`config.mk`:
```
export PLATFORM = sky130hd
export DESIGN_NAME = ctbl_core
export DESIGN_NICKNAME = d
export VERILOG_FILES = /design/src/shared/ctbl_pkg.sv /design/src/rtl/ctbl_core.sv
export SDC_FILE = /design/constraint.sdc
export NUM_CORES = 1
export LEC_CHECK = 0
export BUFFER_PORTS_ARGS = -buffer_cell sky130_fd_sc_hd__buf_2
export CORE_ASPECT_RATIO = 0.9
export CORE_MARGIN = 5
export CORE_UTILIZATION = 35
export CTS_CLUSTER_SIZE = 25
export DETAILED_ROUTE_END_ITERATION = 8
export SYNTH_ARGS = -nofsm -noshare
export SYNTH_HDL_FRONTEND = slang
export SYNTH_SLANG_ARGS = --single-unit
```
`constraint.sdc`:
```
create_clock -name clock -period 4.7 [get_ports clock]
set_clock_uncertainty 0.05 [all_clocks]
set_input_delay 0.47 -clock clock [delete_from_list [all_inputs] [get_ports clock]]
set_output_delay 0.47 -clock clock [all_outputs]
set_load 0.1 [all_outputs]
```
`src/shared/ctbl_pkg.sv`:
```
// Package for the transfer, test-branch and table-lookup execution block
package ctbl_pkg;
  // Opcode bytes
  localparam logic [7:0] OP_GEN_MOVE = 8'hB7;
  localparam logic [7:0] OP_PAGE2 = 8'h18;
  localparam logic [7:0] OP_LOOP = 8'h04;
  localparam logic [7:0] OP2_B_TO_A = 8'h0F;
  localparam logic [7:0] OP2_TABLE = 8'h3D;
  localparam logic [7:0] PB_A_TO_FLAGS = 8'h02;
  // Loop postbyte fields
  localparam int PB_KIND_HI = 7;
  localparam int PB_KIND_LO = 6;
  localparam logic [1:0] PB_KIND_TEST = 2'h1;
  localparam int PB_NZ_BIT = 5;
  localparam int PB_SIGN_BIT = 4;
  localparam logic [2:0] CNT_A = 3'h0;
  localparam logic [2:0] CNT_B = 3'h1;
  localparam logic [2:0] CNT_D = 3'h4;
  localparam logic [2:0] CNT_X = 3'h5;
  localparam logic [2:0] CNT_Y = 3'h6;
  localparam logic [2:0] CNT_SP = 3'h7;
  localparam logic [15:0] LOOP_LEN = 16'h0003;
  // Flag bit positions
  localparam int F_S = 7;
  localparam int F_X = 6;
  localparam int F_H = 5;
  localparam int F_I = 4;
  localparam int F_N = 3;
  localparam int F_Z = 2;
  localparam int F_V = 1;
  localparam int F_C = 0;
  localparam logic [7:0] FLAGS_RESET = 8'hD0;
  // Indexed postbyte for table lookup: 5-bit offset form or accumulator form
  localparam logic [7:0] XB_ACC_MASK = 8'hE4;
  localparam logic [7:0] XB_ACC_VAL = 8'hE4;
  localparam logic [7:0] XB_ACCD_VAL = 8'hE6;

  typedef enum {CT_FETCH, CT_PB, CT_REL, CT_RD1, CT_RD2} ctbl_state_t;

  typedef struct packed {
    logic [7:0] a;
    logic [7:0] b;
    logic [15:0] x;
    logic [15:0] y;
    logic [15:0] sp;
    logic [15:0] pc;
    logic [7:0] flags;
  } ctbl_regs_t;

  typedef struct packed {
    logic valid;
    logic [7:0] data;
  } ctbl_byte_t;
endpackage

```
`src/rtl/ctbl_core.sv`:
```
// Execution core for register transfer, test-branch and table lookup
`timescale 1ns/1ps
`default_nettype none
module ctbl_core
  import ctbl_pkg::*;
(
  input wire logic clock,
  input wire logic rst,
  input wire ctbl_pkg::ctbl_byte_t fetch,
  output logic fetch_ready,
  output logic [15:0] mem_addr,
  output logic mem_read,
  input wire ctbl_pkg::ctbl_byte_t mem_rdata,
  input wire logic nmi_recognised,
  input wire logic irq_pending,
  output logic irq_take,
  output logic illegal_op,
  output ctbl_pkg::ctbl_regs_t regs
);
  import ctbl_pkg::*;

  // ----------------------------------------
  // Local state
  // ----------------------------------------
  typedef struct packed {
    ctbl_state_t st;
    ctbl_regs_t r;
    logic [15:0] op_pc;
    logic [7:0] op;
    logic page2;
    logic [7:0] pb;
    logic [15:0] ea;
    logic [7:0] y1;
    logic irq_hold;
    logic illegal;
  } ctbl_core_t;

  ctbl_core_t s_reg, s_next;

  // ----------------------------------------
  // Decode helpers
  // ----------------------------------------
  // Counter selected by postbyte bits 2:0
  function automatic logic [15:0] sel_counter(input ctbl_regs_t r, input logic [2:0] sel);
    logic [15:0] v;
    v = 16'h0000;
    case (sel)
      CNT_A: v = {8'h00, r.a};
      CNT_B: v = {8'h00, r.b};
      CNT_D: v = {r.a, r.b};
      CNT_X: v = r.x;
      CNT_Y: v = r.y;
      CNT_SP: v = r.sp;
      default: v = 16'h0000;
    endcase
    return v;
  endfunction

  function automatic logic [7:0] n_z_flags(input logic [7:0] f, input logic [7:0] res);
    logic [7:0] o;
    o = f;
    o[F_N] = res[7];
    o[F_Z] = (res == 8'h00);
    return o;
  endfunction

  // Index register picked by a two-bit field
  function automatic logic [15:0] idx_base(input ctbl_regs_t r, input logic [1:0] sel);
    logic [15:0] v;
    v = r.x;
    case (sel)
      2'h1: v = r.y;
      2'h2: v = r.sp;
      2'h3: v = r.pc;
      default: v = r.x;
    endcase
    return v;
  endfunction

  // ----------------------------------------
  // Address and arithmetic
  // ----------------------------------------
  logic [15:0] ea_calc;
  logic xb_ok;
  logic [15:0] base;
  logic [8:0] diff;
  logic signed [16:0] prod_full;
  logic [15:0] prod;
  logic [7:0] lut;
  logic [15:0] rel;
  logic cnt_zero;
  logic [7:0] newf;

  always_comb begin
    base = idx_base(s_reg.r, s_reg.pb[7:6]);
    // Five-bit constant offset or accumulator offset, no 9/16-bit, no indirect
    xb_ok = 1'b0;
    ea_calc = base;
    if (!s_reg.pb[5]) begin
      xb_ok = 1'b1;
      ea_calc = base + {{11{s_reg.pb[4]}}, s_reg.pb[4:0]};
    end else if ((s_reg.pb & XB_ACC_MASK) == XB_ACC_VAL && s_reg.pb[1:0] != 2'h3) begin
      xb_ok = 1'b1;
      // Accumulator forms name their index register in bits 4:3
      base = idx_base(s_reg.r, s_reg.pb[4:3]);
      case (s_reg.pb[1:0])
        2'h0: ea_calc = base + {8'h00, s_reg.r.a};
        2'h1: ea_calc = base + {8'h00, s_reg.r.b};
        default: ea_calc = base + {s_reg.r.a, s_reg.r.b};
      endcase
    end
    diff = {1'b0, mem_rdata.data} - {1'b0, s_reg.y1};
    // Signed step between entries times an unsigned fraction
    prod_full = $signed({1'b0, s_reg.r.b}) * $signed(diff);
    prod = prod_full[15:0];
    lut = s_reg.y1 + prod[15:8];
    rel = {{7{s_reg.pb[PB_SIGN_BIT]}}, s_reg.pb[PB_SIGN_BIT], fetch.data};
    cnt_zero = (sel_counter(s_reg.r, s_reg.pb[2:0]) == 16'h0000);
  end

  // ----------------------------------------
  // Sequencer
  // ----------------------------------------
  always_comb begin
    s_next = s_reg;
    newf = s_reg.r.flags;
    s_next.illegal = 1'b0;
    s_next.irq_hold = 1'b0;
    fetch_ready = 1'b0;
    mem_read = 1'b0;
    mem_addr = s_reg.ea;
    case (s_reg.st)
      CT_FETCH: begin
        fetch_ready = 1'b1;
        if (fetch.valid) begin
          s_next.op = fetch.data;
          s_next.op_pc = s_reg.r.pc;
          s_next.r.pc = s_reg.r.pc + 16'h0001;
          if (s_reg.page2) begin
            s_next.page2 = 1'b0;
            s_next.op_pc = s_reg.op_pc;
            if (fetch.data == OP2_B_TO_A) begin
              s_next.r.a = s_reg.r.b;
              s_next.r.flags = n_z_flags(s_reg.r.flags, s_reg.r.b);
              s_next.r.flags[F_V] = 1'b0;
            end else if (fetch.data == OP2_TABLE) begin
              s_next.st = CT_PB;
            end else begin
              s_next.illegal = 1'b1;
            end
          end else if (fetch.data == OP_PAGE2) begin
            s_next.page2 = 1'b1;
          end else if (fetch.data == OP_GEN_MOVE || fetch.data == OP_LOOP) begin
            s_next.st = CT_PB;
          end else begin
            s_next.illegal = 1'b1;
          end
        end
      end
      CT_PB: begin
        fetch_ready = 1'b1;
        if (fetch.valid) begin
          s_next.pb = fetch.data;
          s_next.r.pc = s_reg.r.pc + 16'h0001;
          s_next.st = CT_FETCH;
          if (s_reg.op == OP_GEN_MOVE) begin
            if (fetch.data == PB_A_TO_FLAGS) begin
              newf = s_reg.r.a;
              newf[F_X] = s_reg.r.a[F_X] & s_reg.r.flags[F_X];
              s_next.r.flags = newf;
              s_next.irq_hold = s_reg.r.flags[F_I] & ~s_reg.r.a[F_I];
            end else begin
              s_next.illegal = 1'b1;
            end
          end else if (s_reg.op == OP_LOOP) begin
            if (fetch.data[PB_KIND_HI:PB_KIND_LO] == PB_KIND_TEST) s_next.st = CT_REL;
            else s_next.illegal = 1'b1;
          end else begin
            s_next.st = CT_RD1;
          end
        end
      end
      CT_REL: begin
        fetch_ready = 1'b1;
        if (fetch.valid) begin
          s_next.st = CT_FETCH;
          // Branch target from instruction start plus three
          if (cnt_zero != s_reg.pb[PB_NZ_BIT]) begin
            s_next.r.pc = s_reg.op_pc + LOOP_LEN + rel;
          end else begin
            s_next.r.pc = s_reg.r.pc + 16'h0001;
          end
        end
      end
      CT_RD1: begin
        if (!xb_ok) begin
          s_next.illegal = 1'b1;
          s_next.st = CT_FETCH;
        end else begin
          mem_addr = ea_calc;
          mem_read = 1'b1;
          s_next.ea = ea_calc + 16'h0001;
          if (mem_rdata.valid) begin
            s_next.y1 = mem_rdata.data;
            s_next.st = CT_RD2;
          end
        end
      end
      CT_RD2: begin
        mem_read = 1'b1;
        if (mem_rdata.valid) begin
          s_next.r.a = lut;
          s_next.r.flags = n_z_flags(s_reg.r.flags, lut);
          s_next.r.flags[F_C] = prod[7];
          s_next.st = CT_FETCH;
        end
      end
      default: s_next.st = CT_FETCH;
    endcase
    if (nmi_recognised) s_next.r.flags[F_X] = 1'b1;
  end

  // ----------------------------------------
  // State register
  // ----------------------------------------
  always_ff @(posedge clock) begin
    if (rst) begin
      s_reg <= '0;
      s_reg.st <= CT_FETCH;
      s_reg.r.flags <= FLAGS_RESET;
    end else begin
      s_reg <= s_next;
    end
  end

  // ----------------------------------------
  // Outputs
  // ----------------------------------------
  assign regs = s_reg.r;
  assign illegal_op = s_reg.illegal;
  assign irq_take = irq_pending & ~s_reg.r.flags[F_I] & ~s_reg.irq_hold;

  // ----------------------------------------
  // Checks
  // ----------------------------------------
  a_xmask_no_set: assert property (@(posedge clock) disable iff (rst)
    (!s_reg.r.flags[F_X] && !nmi_recognised) |=> !s_reg.r.flags[F_X])
    else $error("nonmaskable mask set by software");
  a_b_to_a_copy: assert property (@(posedge clock) disable iff (rst)
    (s_reg.st == CT_FETCH && fetch.valid && s_reg.page2 && fetch.data == OP2_B_TO_A)
    |=> (s_reg.r.a == $past(s_reg.r.b) && s_reg.r.b == $past(s_reg.r.b) && !s_reg.r.flags[F_V]))
    else $error("B to A move wrong");
  a_irq_holdoff: assert property (@(posedge clock) disable iff (rst)
    $fell(s_reg.r.flags[F_I]) |-> !irq_take)
    else $error("interrupt taken during holdoff");
  a_a_kept_tap: assert property (@(posedge clock) disable iff (rst)
    (s_reg.st == CT_PB && fetch.valid && s_reg.op == OP_GEN_MOVE && fetch.data == PB_A_TO_FLAGS && !nmi_recognised)
    |=> (s_reg.r.a == $past(s_reg.r.a) && s_reg.r.flags[F_N] == $past(s_reg.r.a[F_N])))
    else $error("A to flags transfer wrong");
  a_branch_flags: assert property (@(posedge clock) disable iff (rst)
    (s_reg.st == CT_REL && !nmi_recognised) |=> s_reg.r.flags == $past(s_reg.r.flags))
    else $error("test branch altered flags");
  a_fallthrough_pc: assert property (@(posedge clock) disable iff (rst)
    (s_reg.st == CT_REL && fetch.valid && cnt_zero == s_reg.pb[PB_NZ_BIT])
    |=> s_reg.r.pc == $past(s_reg.op_pc) + 16'h0003)
    else $error("fall through address wrong");
  a_lut_result: assert property (@(posedge clock) disable iff (rst)
    (s_reg.st == CT_RD2 && mem_rdata.valid) |=> (s_reg.r.a == $past(lut) && s_reg.st == CT_FETCH))
    else $error("table result wrong");
  a_second_addr: assert property (@(posedge clock) disable iff (rst)
    (s_reg.st == CT_RD1 && mem_read && mem_rdata.valid) |=> mem_addr == $past(mem_addr) + 16'h0001)
    else $error("second entry address wrong");
  a_tbl_flags: assert property (@(posedge clock) disable iff (rst)
    (s_reg.st == CT_RD2 && mem_rdata.valid && !nmi_recognised)
    |=> (s_reg.r.flags[F_N] == s_reg.r.a[7] && s_reg.r.flags[F_Z] == (s_reg.r.a == 8'h00)))
    else $error("table flags wrong");
  a_branch_target: assert property (@(posedge clock) disable iff (rst)
    (s_reg.st == CT_REL && fetch.valid && cnt_zero != s_reg.pb[PB_NZ_BIT])
    |=> s_reg.r.pc == $past(s_reg.op_pc) + 16'h0003
      + $past({{8{s_reg.pb[PB_SIGN_BIT]}}, fetch.data}))
    else $error("branch target wrong");
  a_move_flags: assert property (@(posedge clock) disable iff (rst)
    (s_reg.st == CT_PB && fetch.valid && s_reg.op == OP_GEN_MOVE && fetch.data != PB_A_TO_FLAGS && !nmi_recognised)
    |=> s_reg.r.flags == $past(s_reg.r.flags))
    else $error("general move altered flags");
endmodule
`default_nettype wire

```
==> results of run 1 <==
-- kinds of logic (layout without fill, tap and decap cells) --
group	Yosys count	in the layout
other	1	56
adders and majority gates	63	63
buffers and inverters	196	143
muxes	12	12
and+or+nand+nor	484	484
DFF	94	94
AOI/OAI and AO/OA	304	304
xor gates and xnor gates	33	33
-- per-layer routing --
metal	share of wire [%]	routed length (µm)	up-vias
met3	6.7	1691	49
met2	45	11290	273
met4	2.4	621	0
met1	46	11760	3839
li1	-	-	4091
met5	0	0	-
-- metrics by stage --
step / utilization (%) / setup WS, ps / power, µW / instance area, µm²
2_1_floorplan: - / 59.07 / 1136 / 8785
3_3_place_gp: 36.11 / 760.3 / 1136 / 8735
3_5_place_dp: 36.11 / 672.5 / 1137 / 8735
4_1_cts: 37.20 / 257.8 / 1844 / 8999
5_1_grt: 37.22 / 89.22 / 1885 / 9004
6_report: 37.22 / 318.5 / 1820 / 9004
-- where the power goes --
group / internal [µW] / switching [µW]
logic: 33.3 / 279
clock network: 358 / 340
registers: 802 / 7.03
-- cell usage in the layout (no fill, tap or decap), types with 6 or more instances in the layout --
master,instances
nor3b_1,6
o211ai_1,6
o21ai_1,7
ha_1,57
a21oi_1,105
o32ai_1,9
buf_4,15
buf_2,70
o21ai_0,57
o21bai_1,7
o21a_1,8
nor3_1,23
nor2b_1,8
a21o_1,9
o22ai_1,8
a211oi_1,10
o221ai_1,6
dfxtp_1,92
nand2b_1,20
clkbuf_16,9
nor4_1,12
nand3_1,36
nor2_1,86
and2_1,15
conb_1,56
inv_1,40
xnor2_1,22
a22oi_1,8
xor2_1,11
mux2i_1,12
nand4_1,16
or3_1,11
nand2_1,177
a31oi_1,11
and3_1,45
-- final timing paths --
| kind | endpoint | slack [ps] | cells past startpoint |
|---|---|---|---|
| max | mem_addr[12] | 320 | 12 |
| min | regs[6] | 240 | 3 |
| max reg2reg | s_reg[24] | 840 | 16 |
| min reg2reg | s_reg[44] | 410 | 2 |
-- layout make-up --
type	count	area, µm²	area share, %
Sequential cell	94	1884	20.93
Multi-Input combinational cell	952	5809	64.52
Inverter	40	150.1	1.668
Timing Repair Buffer	88	510.5	5.670
Clock inverter	5	35.03	0.3891
Clock buffer	10	229.0	2.543
Tap cell	308	385.4	4.280
-- tightest hold or removal path: stages --
cell	delay, ps
buf_2	80
nor2_1	30
nand2_1	40
==> results.sh, run 1 <==
export IMPL_outcome="complete, no violations"
export IMPL_dr_pass1_iters=7
export IMPL_synth_simple_area_share_pct=27.95
export IMPL_whs_ps=241.8
export IMPL_vias_per_cell=5.512
export IMPL_synth_compound_area_share_pct=23.06
export IMPL_synth_ff_type="dfxtp_1"
export IMPL_synth_seq_cells=94
export IMPL_cpPeakStageDelay_ps=700
export IMPL_synth_warnings=0
export IMPL_clk_path_buf_depth=2
export IMPL_ir_worst_vdd_uv=192.0
export IMPL_fin_nets=1268
export IMPL_clk_latency_ps=360
export IMPL_post_cts_resized=0
export IMPL_grtUsageMet3_pct=2.635
export IMPL_p_leak_uw=0.003830
export IMPL_clk_pin_slew_worst_paths_ps=70
export IMPL_largest_reg_flops=60
export IMPL_synth_most_common_cell="nand2_1"
export IMPL_start_util_pct=35.46
export IMPL_max_slew_worst_pin_slew_ps=1138
export IMPL_wl_mm=25.36
export IMPL_yosys_top_cells_count="177 x nand2_1, 105 x a21oi_1, 94 x dfxtp_1"
export IMPL_ant_nets=0
export IMPL_syn_cell_area_um2=8578
export IMPL_ctsHoldBuffers=0
export IMPL_worstHoldPathType="input port to flop"
export IMPL_finalCritPeriodShare_pct=93.22
export IMPL_path_cells="and3_1, ha_1, inv_1, fa_1, nand2b_1, a21oi_1, a21oi_1, a221o_1, a211oi_1, and3_1, o21ai_1, buf_2"
export IMPL_die_w_um=175.0
export IMPL_cp_start_kind="flop"
export IMPL_synth_xor_area_share_pct=3.369
export IMPL_track_usage_pct=17.87
export IMPL_muxShareOfSynthArea_pct=1.400
export IMPL_core_area_um2=24190
export IMPL_finalSetupTns_ps=0
export IMPL_path_class="flop to output pin"
export IMPL_syn_avg_cell_area_um2=7.227
export IMPL_critPathRequiredTime_ps=4180
export IMPL_fp_dieH_um=158.5
export IMPL_syn_to_final_growth_pct=4.959
export IMPL_clock_tree_root_cell="clkbuf_16"
export IMPL_drive_gt1_share_pct=10.93
export IMPL_synth_edff_count=0
export IMPL_endpoint_kind="output pin"
export IMPL_post_drt_wl_per_cell_um=16.94
export IMPL_cpLargestDelayFamily="compound AO/OA/AOI/OAI gates"
export IMPL_cts_tree="yes"
export IMPL_port_buffers=73
export IMPL_n_antenna_cell=0
export IMPL_hold_viol_final=0
export IMPL_antenna_found_initial=0
export IMPL_cts_max_level=3
export IMPL_layout_min_cycle_time_ps=4382
export IMPL_grt_ovfl_total=0
export IMPL_final_cells=1497
export IMPL_synth_top_family_by_area="simple AND/OR/NAND/NOR gates"
export IMPL_grt_max_degree=65
export IMPL_grt_pass1_wl_mm=40.39
export IMPL_grtUsageMet1_pct=25.00
export IMPL_worstPathArrival_ps=3860
export IMPL_maxCapViolations=0
export IMPL_slew_headroom_pct=24.09
export IMPL_rsz0062_at_grt="false"
export IMPL_placedCellCount=1482
export IMPL_met2_usage_pct=28.70
export IMPL_crit_path_top_delay_cell="dfxtp_1"
export IMPL_path_max_fanout=16
export IMPL_max_freq_ghz=0.2282
export IMPL_hp_start="nmi_recognised"
export IMPL_critical_path_startpoint="rel[8]"
export IMPL_synth_area_leaders="dfxtp_1 22%, ha_1 8.3%, buf_4 7.9%"
export IMPL_path_buf_inv=2
export IMPL_synth_distinct_cells=86
export IMPL_numCtsBuffers=9
export IMPL_grt_pass1_vias=7640
export IMPL_postCtsSetupBuffers=0
export IMPL_die_area_um2=27740
export IMPL_top_level_ports=130
export IMPL_vias=8252
export IMPL_drc=0
export IMPL_drt_iter0_drc=724
export IMPL_gp_congestion=0.9591
export IMPL_synthAdderAreaFrac_pct=9.495
export IMPL_slew_viol_final=0
export IMPL_rows=54
export IMPL_nFillCells=2554
export IMPL_r2r_start="s_reg[33]"
export IMPL_grt_busiest_layer="met2"
export IMPL_synthDominantCellAreaShare_pct=21.94
export IMPL_netlist_top_cell_by_area="dfxtp_1"
export IMPL_pwr_density_cell_nw_per_um2=202.1
export IMPL_setup_viol=0
export IMPL_ys_async_sr_fraction_pct=0
export IMPL_netlist_instances=1187
export IMPL_dp_hpwl_mm=19.07
export IMPL_seq_area_frac_synth_pct=21.94
export IMPL_cts_sinks=94
(Power assumes the default switching activity.)
==> run 2, diff against run 1 <==
--- a/config.mk
+++ b/config.mk
@@ -6,8 +6,9 @@
 export NUM_CORES = 1
 export LEC_CHECK = 0
 export BUFFER_PORTS_ARGS = -buffer_cell sky130_fd_sc_hd__buf_2
+export CAP_MARGIN = 20
 export CORE_ASPECT_RATIO = 0.9
-export CORE_MARGIN = 5
+export CORE_MARGIN = 1.5
 export CORE_UTILIZATION = 35
 export CTS_CLUSTER_SIZE = 25
 export DETAILED_ROUTE_END_ITERATION = 8
==> constraint.sdc (replaced) <==
create_clock -name clock -period 5.7 [get_ports clock]
set_clock_uncertainty 0.05 [all_clocks]
set_input_delay 0.57 -clock clock [delete_from_list [all_inputs] [get_ports clock]]
set_output_delay 0.57 -clock clock [all_outputs]
set_load 0.1 [all_outputs]
==> run 2 against run 1 <==
Net effect: flip-flop and latch count unchanged; largest cell class unchanged; sequential share of layout area about the same; total power down 12%; clock-buffer cell count unchanged; critical endpoint is now mem_addr[13]; combinational power down 18%; worst hold slack better by 98 ps; cell count down 0.27%.
==> results.sh, run 2 (synthesized netlist as in run 1, its figures left out) <==
export IMPL_core_area_um2=24190
export IMPL_cts_sinks=94
export IMPL_ir_worst_vdd_uv=126.9
export IMPL_outcome="complete, no violations"
export IMPL_syn_to_final_growth_pct=4.740
export IMPL_critPathRequiredTime_ps=5080
export IMPL_wl_mm=24.36
export IMPL_final_util_pct=37.15
export IMPL_hold_viol_final=0
export IMPL_port_buffers=73
export IMPL_track_usage_pct=18.93
export IMPL_r2r_start="s_reg[29]"
export IMPL_max_slew_worst_pin_slew_ps=1077
export IMPL_path_cells="and2_1, nand2_1, inv_1, ha_1, o21ai_0, o21bai_1, a21oi_1, xnor2_1, a221oi_1, o211ai_1, nor2_1, o21ai_0, buf_2"
export IMPL_layout_min_cycle_time_ps=4761
export IMPL_nFillCells=2605
export IMPL_grt_ovfl_total=0
export IMPL_path_class="flop to output pin"
export IMPL_rrSetupSlack_ps=1640
export IMPL_power_uw=1603
export IMPL_top_level_ports=130
export IMPL_slew_viol_final=0
export IMPL_setup_viol=0
export IMPL_max_freq_ghz=0.2101
export IMPL_cts_max_level=3
export IMPL_p_leak_uw=0.003826
export IMPL_grt_max_degree=78
export IMPL_postCtsSetupBuffers=0
export IMPL_fp_dieH_um=151.5
export IMPL_rows=54
export IMPL_gp_congestion=0.9105
export IMPL_slew_headroom_pct=28.17
export IMPL_finalCritPeriodShare_pct=83.52
export IMPL_fin_nets=1262
export IMPL_clk_pin_slew_worst_paths_ps=70
export IMPL_grt_pass1_vias=7299
export IMPL_clock_tree_root_cell="clkbuf_16"
export IMPL_dr_pass1_iters=5
export IMPL_pwr_density_cell_nw_per_um2=178.4
export IMPL_layout_commonest_cell="nand2_1"
export IMPL_cpPeakStageDelay_ps=730
export IMPL_ant_nets=0
export IMPL_drc=0
export IMPL_post_drt_wl_per_cell_um=16.32
export IMPL_start_util_pct=35.46
export IMPL_post_cts_resized=0
export IMPL_r2r_end="s_reg[24]"
export IMPL_hp_start="nmi_recognised"
export IMPL_drive_gt1_share_pct=10.39
export IMPL_finalSetupTns_ps=0
export IMPL_rsz0062_at_grt="false"
export IMPL_grt_pass1_wl_mm=38.37
export IMPL_drt_iter0_drc=642
export IMPL_clk_path_buf_depth=2
export IMPL_vias_per_cell=5.551
export IMPL_layout_common_cells="177 x nand2_1, 105 x a21oi_1, 94 x dfxtp_1"
export IMPL_die_area_um2=25460
export IMPL_worstHoldPathType="input port to flop"
export IMPL_endpoint_kind="output pin"
export IMPL_antenna_found_initial=0
export IMPL_largest_reg_flops=60
export IMPL_clk_latency_ps=360
export IMPL_die_w_um=168.0
export IMPL_ff2ff_path_depth=14
export IMPL_cpMostUsedCell="o21ai_0"
export IMPL_ctsHoldBuffers=0
export IMPL_worstPathArrival_ps=4140
export IMPL_vias=8287
export IMPL_whs_endpoint="regs[6]"
export IMPL_whs_ps=339.5
export IMPL_dp_hpwl_mm=18.07
export IMPL_maxCapViolations=0
export IMPL_cp_start_kind="flop"
export IMPL_crit_path_top_delay_cell="dfxtp_1"
export IMPL_cts_tree="yes"
export IMPL_holdPathStages=3
export IMPL_path_max_fanout=17
export IMPL_numCtsBuffers=9
[run 2: layout make-up]
cell class	count	area (µm²)	share of cell area, %
timing repair buffer	82	432.9	4.818
antenna	1	2.502	0.02785
multi-input combinational	952	5809	64.66
clock inverter	6	93.84	1.044
sequential	94	1882	20.94
inverter	40	150.1	1.671
tap	308	385.4	4.289
clock buffer	10	229.0	2.548
[run 2: power breakdown]
group / leakage [µW] / switching (µW) / total (µW) / internal (µW)
Clock: 0.000159 / 290 / 680 / 390
Sequential: 0.000759 / 5.73 / 667 / 661
Combinational: 0.00291 / 229 / 256 / 27.2
[run 2: worst max path at each step]
stage	from	endpoint	slack, ps	cells past startpoint
after floorplan	rel[8]	mem_addr[12]	280	11
after global placement	s_reg[29]	mem_addr[13]	1440	13
after detailed placement	regs[13]	mem_addr[15]	1380	12
after CTS	regs[13]	mem_addr[15]	980	12
after global routing	regs[13]	mem_addr[15]	580	12
final	s_reg[29]	mem_addr[13]	940	13
[run 2: layer usage]
layer | vias up | track usage, % | wire length [µm]
met5 | - | 0 | 0
li1 | 4095 | - | -
met3 | 31 | 2.494 | 1531
met4 | 0 | 5.901 | 393
met2 | 281 | 30.31 | 10850
met1 | 3880 | 26.45 | 11590
[run 2: per-stage QoR]
step / instances / instance area [µm²] / setup slack (ps)
final: 1493 / 8985 / 939.4
after global routing: 1492 / 8982 / 584.2
after CTS: 1491 / 8975 / 980.4
after detailed placement: 1475 / 8652 / 1382
after global placement: 1475 / 8652 / 1439
after floorplan: 1242 / 8785 / 284.0
[run 2: worst max-delay path, delay by kind of cell, from the launching register on]
| family | cells | cell delay [ps] |
|---|---|---|
| AND/OR/NAND/NOR | 3 | 1000 |
| flip-flops | 1 | 730 |
| buffers and inverters | 2 | 450 |
| adder cells (fa/ha/maj) | 1 | 270 |
| AO/OA/AOI/OAI | 6 | 1230 |
| XOR/XNOR | 1 | 90 |
